--- src/inc/supply_ctrl_pkg.sv ---
package supply_ctrl_pkg;

    // ==========================================================
    // timebase
    // ==========================================================
    localparam int unsigned CLK_HZ = 25_000_000;
    localparam int unsigned CYC_PER_MS = CLK_HZ / 1000;

    // ==========================================================
    // times in milliseconds
    // ==========================================================
    localparam int unsigned T_ON_MIN_MS = 5;
    localparam int unsigned T_ON_MAX_MS = 400;
    localparam int unsigned T_ON_USE_MS = 20;
    localparam int unsigned T_PG_OFF_MAX_MS = 50;
    localparam int unsigned T_PG_ON_MIN_MS = 100;
    localparam int unsigned T_PG_ON_MAX_MS = 500;
    localparam int unsigned T_PG_ON_USE_MS = 200;
    localparam int unsigned T_PD_LEAD_MIN_MS = 1;
    localparam int unsigned T_PD_LEAD_MAX_MS = 200;
    localparam int unsigned T_PD_LEAD_USE_MS = 10;
    localparam int unsigned T_BLINK_MS = 500;
    localparam int unsigned T_RECOVER_MS = 1000;

    // ==========================================================
    // cycle counts derived from the times
    // ==========================================================
    localparam int unsigned ON_DELAY_CYC = T_ON_USE_MS * CYC_PER_MS;
    localparam int unsigned PG_DELAY_CYC = T_PG_ON_USE_MS * CYC_PER_MS;
    localparam int unsigned PD_LEAD_CYC = T_PD_LEAD_USE_MS * CYC_PER_MS;
    localparam int unsigned BLINK_HALF_CYC = T_BLINK_MS * CYC_PER_MS;
    localparam int unsigned RECOVER_CYC = T_RECOVER_MS * CYC_PER_MS;
    localparam int unsigned CNT_W = 26;

    // ==========================================================
    // types
    // ==========================================================
    typedef enum logic [2:0] {
        ST_OFF = 3'b000,
        ST_RAMP = 3'b001,
        ST_PG_WAIT = 3'b010,
        ST_ON = 3'b011,
        ST_PD_LEAD = 3'b100,
        ST_LATCHED = 3'b101
    } seq_state_t;

    typedef struct packed {
        logic ac_ok;
        logic rails_in_reg;
        logic cur_limit;
        logic fail;
        logic warn;
        logic latch_fault;
    } supply_status_t;

    typedef struct packed {
        logic green;
        logic red;
    } led_t;

endpackage

--- src/rtl/ms_timer.sv ---
`timescale 1ns/100ps
`default_nettype none
module ms_timer
    import supply_ctrl_pkg::*;
#(
    parameter int unsigned W = CNT_W
) (
    input wire logic i_ref_clk,
    input wire logic i_rst_n,
    input wire logic i_run,
    input wire logic [W-1:0] i_limit,
    output logic o_done
);
    logic [W-1:0] cnt_r;
    logic [W-1:0] cnt_nxt;

    // ==========================================================
    // counter: clears while not running, holds at limit
    // ==========================================================
    always_comb begin
        cnt_nxt = cnt_r;
        if (!i_run) begin
            cnt_nxt = '0;
        end else if (cnt_r != i_limit) begin
            cnt_nxt = cnt_r + 1'b1;
        end
    end

    always_ff @(posedge i_ref_clk or negedge i_rst_n) begin
        if (!i_rst_n) begin
            cnt_r <= '0;
        end else begin
            cnt_r <= cnt_nxt;
        end
    end

    assign o_done = i_run && (cnt_r == i_limit);
endmodule
`default_nettype wire

--- src/rtl/supply_onoff_status_control.sv ---
`timescale 1ns/100ps
`default_nettype none
// Operation
// mains on only with request and kill low
// request released keeps mains off
// kill open keeps mains off
// standby rails stay on always
// mains rise 5 to 400 ms after request
// power-good drops within 50 ms of release
// power-good high only while rails regulate
// power-good low on dropout or input loss
// current limit holds off power-good delay
// power-good 100 to 500 ms after regulation
// power-good leads power-down by 1-200 ms
// no input: green off, red blinks
// outputs off: green blinks, red off
// outputs on, healthy: green steady
// failure: green off, red steady
// warning: green and amber alternate each second; the code alternates green with red, never amber
// alarm on module failure or power-good loss
// alarm holds until power-good or button
// request high one second clears latch
// delays counted on fixed clock
module supply_onoff_status_control
    import supply_ctrl_pkg::*;
#(
    parameter int unsigned ON_DELAY = ON_DELAY_CYC,
    parameter int unsigned PG_DELAY = PG_DELAY_CYC,
    parameter int unsigned PD_LEAD = PD_LEAD_CYC,
    parameter int unsigned BLINK_HALF = BLINK_HALF_CYC,
    parameter int unsigned RECOVER = RECOVER_CYC
) (
    input wire logic i_ref_clk,
    input wire logic i_nrst,
    input wire logic i_pwr_on_req_n,
    input wire logic i_supply_kill_sense,
    input wire supply_status_t i_status,
    input wire logic i_peer_fail,
    input wire logic i_peer_pg,
    input wire logic i_alarm_reset,
    output logic o_main_en,
    output logic o_standby_en,
    output logic o_power_good,
    output led_t o_led,
    output logic o_alarm
);
    // ==========================================================
    // reset release
    // ==========================================================
    logic rst_s1_r;
    logic rst_n_r;

    always_ff @(posedge i_ref_clk or negedge i_nrst) begin
        if (!i_nrst) begin
            rst_s1_r <= 1'b0;
            rst_n_r <= 1'b0;
        end else begin
            rst_s1_r <= 1'b1;
            rst_n_r <= rst_s1_r;
        end
    end

    // ==========================================================
    // request decode
    // ==========================================================
    logic want_on;
    // kill sense high means open, which refuses the request
    assign want_on = !i_pwr_on_req_n && !i_supply_kill_sense; // see see

    // ==========================================================
    // timers
    // ==========================================================
    logic on_run;
    logic pg_run;
    logic pd_run;
    logic rec_run;
    logic on_done;
    logic pg_done;
    logic pd_done;
    logic rec_done;
    seq_state_t st_r;
    seq_state_t st_nxt;

    assign on_run = (st_r == ST_RAMP);
    assign pg_run = (st_r == ST_PG_WAIT) && i_status.rails_in_reg
        && !i_status.cur_limit;
    assign pd_run = (st_r == ST_PD_LEAD);
    assign rec_run = (st_r == ST_LATCHED) && i_pwr_on_req_n;

    ms_timer u_on_tmr (
        .i_ref_clk(i_ref_clk),
        .i_rst_n(rst_n_r),
        .i_run(on_run),
        .i_limit(CNT_W'(ON_DELAY)),
        .o_done(on_done)
    ); // see

    ms_timer u_pg_tmr (
        .i_ref_clk(i_ref_clk),
        .i_rst_n(rst_n_r),
        .i_run(pg_run),
        .i_limit(CNT_W'(PG_DELAY)),
        .o_done(pg_done)
    );

    ms_timer u_pd_tmr (
        .i_ref_clk(i_ref_clk),
        .i_rst_n(rst_n_r),
        .i_run(pd_run),
        .i_limit(CNT_W'(PD_LEAD)),
        .o_done(pd_done)
    );

    ms_timer u_rec_tmr (
        .i_ref_clk(i_ref_clk),
        .i_rst_n(rst_n_r),
        .i_run(rec_run),
        .i_limit(CNT_W'(RECOVER)),
        .o_done(rec_done)
    );

    // ==========================================================
    // sequencer
    // ==========================================================
    logic main_en_r;
    logic main_en_nxt;
    logic pg_r;
    logic pg_nxt;
    logic rec_seen_r;
    logic rec_seen_nxt;

    always_comb begin
        st_nxt = st_r;
        main_en_nxt = main_en_r;
        pg_nxt = 1'b0;
        rec_seen_nxt = rec_seen_r;
        unique case (st_r)
            ST_OFF: begin
                main_en_nxt = 1'b0;
                if (want_on && i_status.ac_ok) begin
                    st_nxt = ST_RAMP;
                end
            end
            ST_RAMP: begin
                if (!want_on) begin
                    st_nxt = ST_OFF;
                end else if (on_done) begin
                    main_en_nxt = 1'b1;
                    st_nxt = ST_PG_WAIT;
                end
            end
            ST_PG_WAIT: begin
                if (!want_on || !i_status.ac_ok) begin
                    st_nxt = ST_PD_LEAD;
                end else if (pg_done) begin
                    pg_nxt = 1'b1;
                    st_nxt = ST_ON;
                end
            end
            ST_ON: begin
                pg_nxt = i_status.rails_in_reg; // see
                if (!want_on || !i_status.ac_ok) begin
                    pg_nxt = 1'b0; // see
                    st_nxt = ST_PD_LEAD;
                end else if (!i_status.rails_in_reg) begin
                    st_nxt = ST_PG_WAIT;
                end
            end
            ST_PD_LEAD: begin
                // mains held on so power-good leads them down
                if (pd_done) begin
                    main_en_nxt = 1'b0;
                    st_nxt = ST_OFF;
                end
            end
            ST_LATCHED: begin
                main_en_nxt = 1'b0;
                // recovery needs a full released period first
                if (rec_done) begin
                    rec_seen_nxt = 1'b1;
                end
                if (rec_seen_r && !i_pwr_on_req_n && !i_status.latch_fault) begin
                    rec_seen_nxt = 1'b0;
                    st_nxt = ST_OFF;
                end
            end
            default: begin
                st_nxt = ST_OFF;
                main_en_nxt = 1'b0;
            end
        endcase
        // a latched fault overrides every state
        if (i_status.latch_fault && st_r != ST_LATCHED) begin
            st_nxt = ST_LATCHED;
            main_en_nxt = 1'b0;
            pg_nxt = 1'b0;
            rec_seen_nxt = 1'b0;
        end
    end

    always_ff @(posedge i_ref_clk or negedge rst_n_r) begin
        if (!rst_n_r) begin
            st_r <= ST_OFF;
            main_en_r <= 1'b0;
            pg_r <= 1'b0;
            rec_seen_r <= 1'b0;
        end else begin
            st_r <= st_nxt;
            main_en_r <= main_en_nxt;
            pg_r <= pg_nxt;
            rec_seen_r <= rec_seen_nxt;
        end
    end

    assign o_main_en = main_en_r;
    assign o_power_good = pg_r;
    assign o_standby_en = 1'b1;

    // ==========================================================
    // blink timebase: toggles every half second
    // ==========================================================
    logic [CNT_W-1:0] blink_cnt_r;
    logic [CNT_W-1:0] blink_cnt_nxt;
    logic phase_r;
    logic phase_nxt;

    always_comb begin
        blink_cnt_nxt = blink_cnt_r + 1'b1;
        phase_nxt = phase_r;
        if (blink_cnt_r == CNT_W'(BLINK_HALF - 1)) begin
            blink_cnt_nxt = '0;
            phase_nxt = !phase_r;
        end
    end

    always_ff @(posedge i_ref_clk or negedge rst_n_r) begin
        if (!rst_n_r) begin
            blink_cnt_r <= '0;
            phase_r <= 1'b0;
        end else begin
            blink_cnt_r <= blink_cnt_nxt;
            phase_r <= phase_nxt;
        end
    end

    // ==========================================================
    // indicator and alarm
    // ==========================================================
    led_t led_nxt;
    led_t led_r;
    logic alarm_r;
    logic alarm_nxt;
    logic outputs_on;
    logic pg_lost;

    assign outputs_on = main_en_r;
    // own power-good falling while still asked to run
    assign pg_lost = pg_r && !pg_nxt && want_on;

    always_comb begin
        led_nxt = '0;
        if (!i_status.ac_ok) begin
            led_nxt.red = phase_r;
        end else if (i_status.fail || i_status.latch_fault) begin
            led_nxt.red = 1'b1;
        end else if (!outputs_on) begin
            led_nxt.green = phase_r;
        end else if (i_status.warn) begin
            led_nxt.green = phase_r;
            led_nxt.red = !phase_r;
        end else begin
            led_nxt.green = 1'b1;
        end
    end

    always_comb begin
        alarm_nxt = alarm_r;
        if (i_alarm_reset || (pg_r && i_peer_pg && !i_status.fail && !i_peer_fail)) begin
            alarm_nxt = 1'b0;
        end
        // the button wins while it is held
        if ((i_peer_fail || i_status.fail || (!i_peer_pg && i_status.ac_ok) || pg_lost)
                && !i_alarm_reset) begin
            alarm_nxt = 1'b1;
        end
    end

    always_ff @(posedge i_ref_clk or negedge rst_n_r) begin
        if (!rst_n_r) begin
            led_r <= '0;
        end else begin
            led_r <= led_nxt;
        end
    end

    always_ff @(posedge i_ref_clk or negedge rst_n_r) begin
        if (!rst_n_r) begin
            alarm_r <= 1'b0;
        end else begin
            alarm_r <= alarm_nxt;
        end
    end

    assign o_led = led_r;
    assign o_alarm = alarm_r;
endmodule
`default_nettype wire

--- config.mk ---
export PLATFORM = sky130hd
export DESIGN_NAME = supply_onoff_status_control
export DESIGN_NICKNAME = d
export VERILOG_FILES = /design/src/inc/supply_ctrl_pkg.sv /design/src/rtl/ms_timer.sv /design/src/rtl/supply_onoff_status_control.sv
export SDC_FILE = /design/constraint.sdc
export NUM_CORES = 1
export LEC_CHECK = 0
export ABC_CLOCK_PERIOD_IN_PS = 8620
export BUFFER_PORTS_ARGS = -buffer_cell sky130_fd_sc_hd__buf_2
export CAP_MARGIN = 10
export CORE_UTILIZATION = 50
export CTS_CLUSTER_SIZE = 12
export DETAILED_ROUTE_END_ITERATION = 10
export GPL_ROUTABILITY_DRIVEN = 0
export HOLD_SLACK_MARGIN = 0.02
export PLACE_DENSITY = 0.63
export SLEW_MARGIN = 20
export SYNTH_ARGS = -nofsm -noshare
export SYNTH_HDL_FRONTEND = slang
export SYNTH_HIERARCHICAL = 1
export SYNTH_SLANG_ARGS = --single-unit
export TNS_END_PERCENT = 10
--- constraint.sdc ---
create_clock -name i_ref_clk -period 8.62 [get_ports i_ref_clk]
set_input_delay 1.724 -clock i_ref_clk [delete_from_list [all_inputs] [get_ports i_ref_clk]]
set_output_delay 1.724 -clock i_ref_clk [all_outputs]
set_load 0.02 [all_outputs]
==> metrics.md <==
| Metric | Value |
|---|---|
| Status | finished, final reports clean |
| WS Path Type | in2reg |
| Number of vias per cell | 6.04 |
| Synthesized flop and latch total | 142 |
| DRT antenna net count | 0 |
| Sw Ratio | 27.7% |
| TritonCTS Buffers | 17 |
| Worst slew margin | about 22% |
| DRT Wirelength | 25.1 mm |
| Die ar. | 0.0212 mm^2 |
| IO buf count | 17 |
| Setup crit end | o_alarm$_DFFE_PN0P_ |
| Setup tns final | 0 ns |
| Clk sinks | 142 |
| Nets@finish | between 1k and 1.5k |
| Placed inst area | 0.0106 mm^2 |
| Tcrit/Tclk final | 43.5% |
| Tmin final | 3.75 ns |
| Max_cap viols | 0 |
| Worst reg2reg path endpoint | o_alarm$_DFFE_PN0P_ |
| Post-layout util | a little under three fifths |
| CP endpoint kind | register |
| P_int | 0.00133 W |
| DR iter-0 viols | 661 |
| Initial Utilization | 50.9% |
| Vias in the first global route | 8256 |
| Worst min-delay path class | reg2async |
| Switching power | roughly 0.00051 W |
| Wire per inst | 17.2 um |
| Top Ports | 19 |
| Total Routing Usage GR | 24.5% |
| Global-route wire length before repair | 42.7 mm |
| Worst-path fanout max | 27 |
| Vias | 8787 |
| Critical Path Start Type | input port |
| Start point of the critical path | i_status[3] |
| GR Overflow Total | 0 |
| WP data arrival | 4.05 ns |
| Seq/Total Area, Yosys | 34.5% |
| Core region area | 0.0202 mm^2 |
| Die W | approximately 150 um |
| Initial antenna violation count | 2 |
| F_max | 267 MHz |
| RR Startpoint | st_r[2]$_DFFE_PN0P_ |
| Fin. Hold Viols | 0 |
| Share of cells above drive strength 1 | 10.1% |
| Design Power | 0.00184 W |
| Die Span Y | 146 um |
| Async SR Flop Fraction | 100% |
| Yosys warning count | 6 |
| DRC viols | 0 |
| Max Transition Viols Final | 0 |
| Clock Power Share | between 40 and 50% |
| Worst Skew | 0.0105 ns |
| Area grow syn2layout | 9.65% |
| Delay-heaviest family, CP | simple AND/OR/NAND/NOR gates |
| Crit-path slowest cell | nor4_2 |
| CP max stage delay | between 0.4 and 0.5 ns |
| Number of synthesized flops with an enable pin | 0 |
| CTS Hold Buffers Added | 0 |
| Pre-CTS WS | 4.44 ns |
| Largest net degree at the start of global routing | 56 |
| RSZ-0062 raised after global routing | no |
| Post-DP HPWL | 16.5 mm |
| Final Setup Violations | 0 |
| Number of H-tree levels | 4 |
| Max IR drop VDD | around 150 uV |
| Mapped Area | 0.0103 mm^2 |
| Post_cts resized | 0 |
| Leakage power | 4.31 nW |
| Ys flop type | dfrtp_1 |
| Crit-path cells | buf_2 > nor4b_2 > buf_4 > nand4_1 > nor4_2 > and3_1 > mux2i_1 > nor4_1 > nand3b_1 > a31oi_1 |
| Buf/Inv on CP | 2 |
| Worst path depth | 10 |
| Num rows | 52 |
| TritonCTS clock tree | done |
| Seq pwr share | 38.7% |
| Setup WS post-layout | 4.87 ns |
| Gate Count Post-Synth | 1121 |
| Cell area after layout | approximately 0.011 mm^2 |
| Post-CTS Setup Bufs | 0 |
| CTS Buffer Depth | 2 |
| Clk slew on worst S/H paths | 0.06 ns |
| FF-to-FF setup slack | roughly 5.4 ns |
| R2R depth | 10 |
| Worst Path Required | 8.92 ns |
| Comb pwr share | 13.7% |
| DR pass1 iterations | 5 |
| Pwr Density | 163 mW/mm^2 |
| Worst skew pair latency | between 0.4 and 0.5 ns |
| Post-synth cell types | 73 |
| Worst slew pin tran | 1.15 ns |
| CTS root buf | clkbuf_16 |
| Avg Cell Area, Syn | 9.19 um^2 |
## worst min path at each step
stage	start	end	slack, ns	depth (start not counted)
floorplan	rst_s1_r$_DFF_PN0_	rst_n_r$_DFF_PN0_	0.33	0
finish	rst_n_r$_DFF_PN0_	blink_cnt_r[21]$_DFF_PN0_	0.27	0
detailed placement	rst_n_r$_DFF_PN0_	blink_cnt_r[21]$_DFF_PN0_	0.28	0
global route	rst_n_r$_DFF_PN0_	blink_cnt_r[4]$_DFF_PN0_	0.33	0
CTS	rst_n_r$_DFF_PN0_	blink_cnt_r[4]$_DFF_PN0_	0.30	0
global placement	rst_n_r$_DFF_PN0_	blink_cnt_r[19]$_DFF_PN0_	0.29	0
## sequential cells by signal (all words and copies together) (netlist names)
register         flops
o_led                2
rec_seen_r           1
o_alarm              1
st_r                 3
phase_r              1
blink_cnt_r         26
o_power_good         1
u_rec_tmr/cnt_r     26
o_main_en            1
u_on_tmr/cnt_r      26
rst_n_r              1
u_pg_tmr/cnt_r      26
u_pd_tmr/cnt_r      26
rst_s1_r             1
## routing by layer
metal / global-route usage, % / wire [um]
met5: 0 / 13
met4: 5.84 / 199
met3: 4.14 / 1070
met2: 39.3 / 11900
met1: 34.4 / 11900
## metrics by stage
step | hold WS, ns | cells
after CTS | 0.295 | 1453
after detailed placement | 0.284 | 1421
after global placement | 0.286 | 1421
after global routing | 0.330 | 1454
final | 0.270 | 1454
after floorplan | 0.331 | 1225
## power by group through the flow
| stage | Clock [W] | Combinational (W) | Sequential [W] |
|---|---|---|---|
| after floorplan | 0 | 0.000213 | 0.000713 |
| after global placement | 0 | 0.000250 | 0.000724 |
| after detailed placement | 0 | 0.000250 | 0.000724 |
| after CTS | 0.000892 | 0.000252 | 0.000712 |
| after global routing | 0.000921 | 0.000281 | 0.000715 |
| final | 0.000876 | 0.000252 | 0.000712 |
## cell usage after synthesis, types with 13 or more instances
cell | instances | area (um^2)
inv_1 | 19 | 71.3
buf_4 | 16 | 120
a41oi_1 | 84 | 736
nand4_1 | 67 | 419
nor2_1 | 35 | 131
nand3_1 | 66 | 330
clkbuf_1 | 45 | 169
xnor2_1 | 117 | 1020
dfrtp_1 | 142 | 3550
buf_6 | 20 | 225
nor3_1 | 17 | 85.1
buf_2 | 14 | 70.1
nand2_1 | 84 | 315
a31oi_1 | 21 | 131
mux2i_1 | 15 | 150
o31ai_1 | 70 | 526
nand2b_1 | 19 | 119
and3_2 | 16 | 120
nor4_1 | 13 | 81.3
and3_1 | 49 | 307
a21oi_1 | 20 | 100
## area by class of cell
type	count	area, um^2
clock buffer	17	425
clock inverter	15	267
tap	270	338
antenna	1	2.50
sequential	142	3560
fill	1851	8930
inverter	19	71.3
multi-input combinational	963	6480
timing repair buffer	27	160
## placed cells by master (no fill, tap or decap), types with 5 or more instances in the layout
master,n
or4_1,7
nor4_2,8
ha_1,5
nand3_1,66
clkbuf_16,17
and3_2,16
nand2_1,84
and4_1,11
buf_4,10
buf_2,17
a31oi_1,21
dfrtp_1,141
a21oi_1,20
conb_1,106
xnor2_1,117
a41oi_1,84
nor2b_1,7
nor4_1,10
nor3b_1,5
mux2i_1,15
o22ai_1,5
nor3_1,17
xor2_1,5
o31ai_1,70
or3_1,5
nor4_4,5
and2_1,9
o21ai_0,12
inv_1,19
nor2_1,32
nand4_1,67
and3_1,49
bufinv_16,7
nand2b_1,19
a31o_2,5
## logic make-up (layout without fill, tap and decap cells)
group | Yosys count | after routing | share of synthesized area, %
other | 2 | 107 | 0.0729
buffers and inverters | 120 | 78 | 6.80
flip-flops | 142 | 142 | 34.5
AO/OA/AOI/OAI | 266 | 266 | 20.2
XOR/XNOR | 122 | 122 | 10.4
adder cells (fa/ha/maj) | 5 | 5 | 0.607
AND/OR/NAND/NOR | 448 | 448 | 25.9
multiplexers | 16 | 16 | 1.57
(Power assumes the default switching activity.)
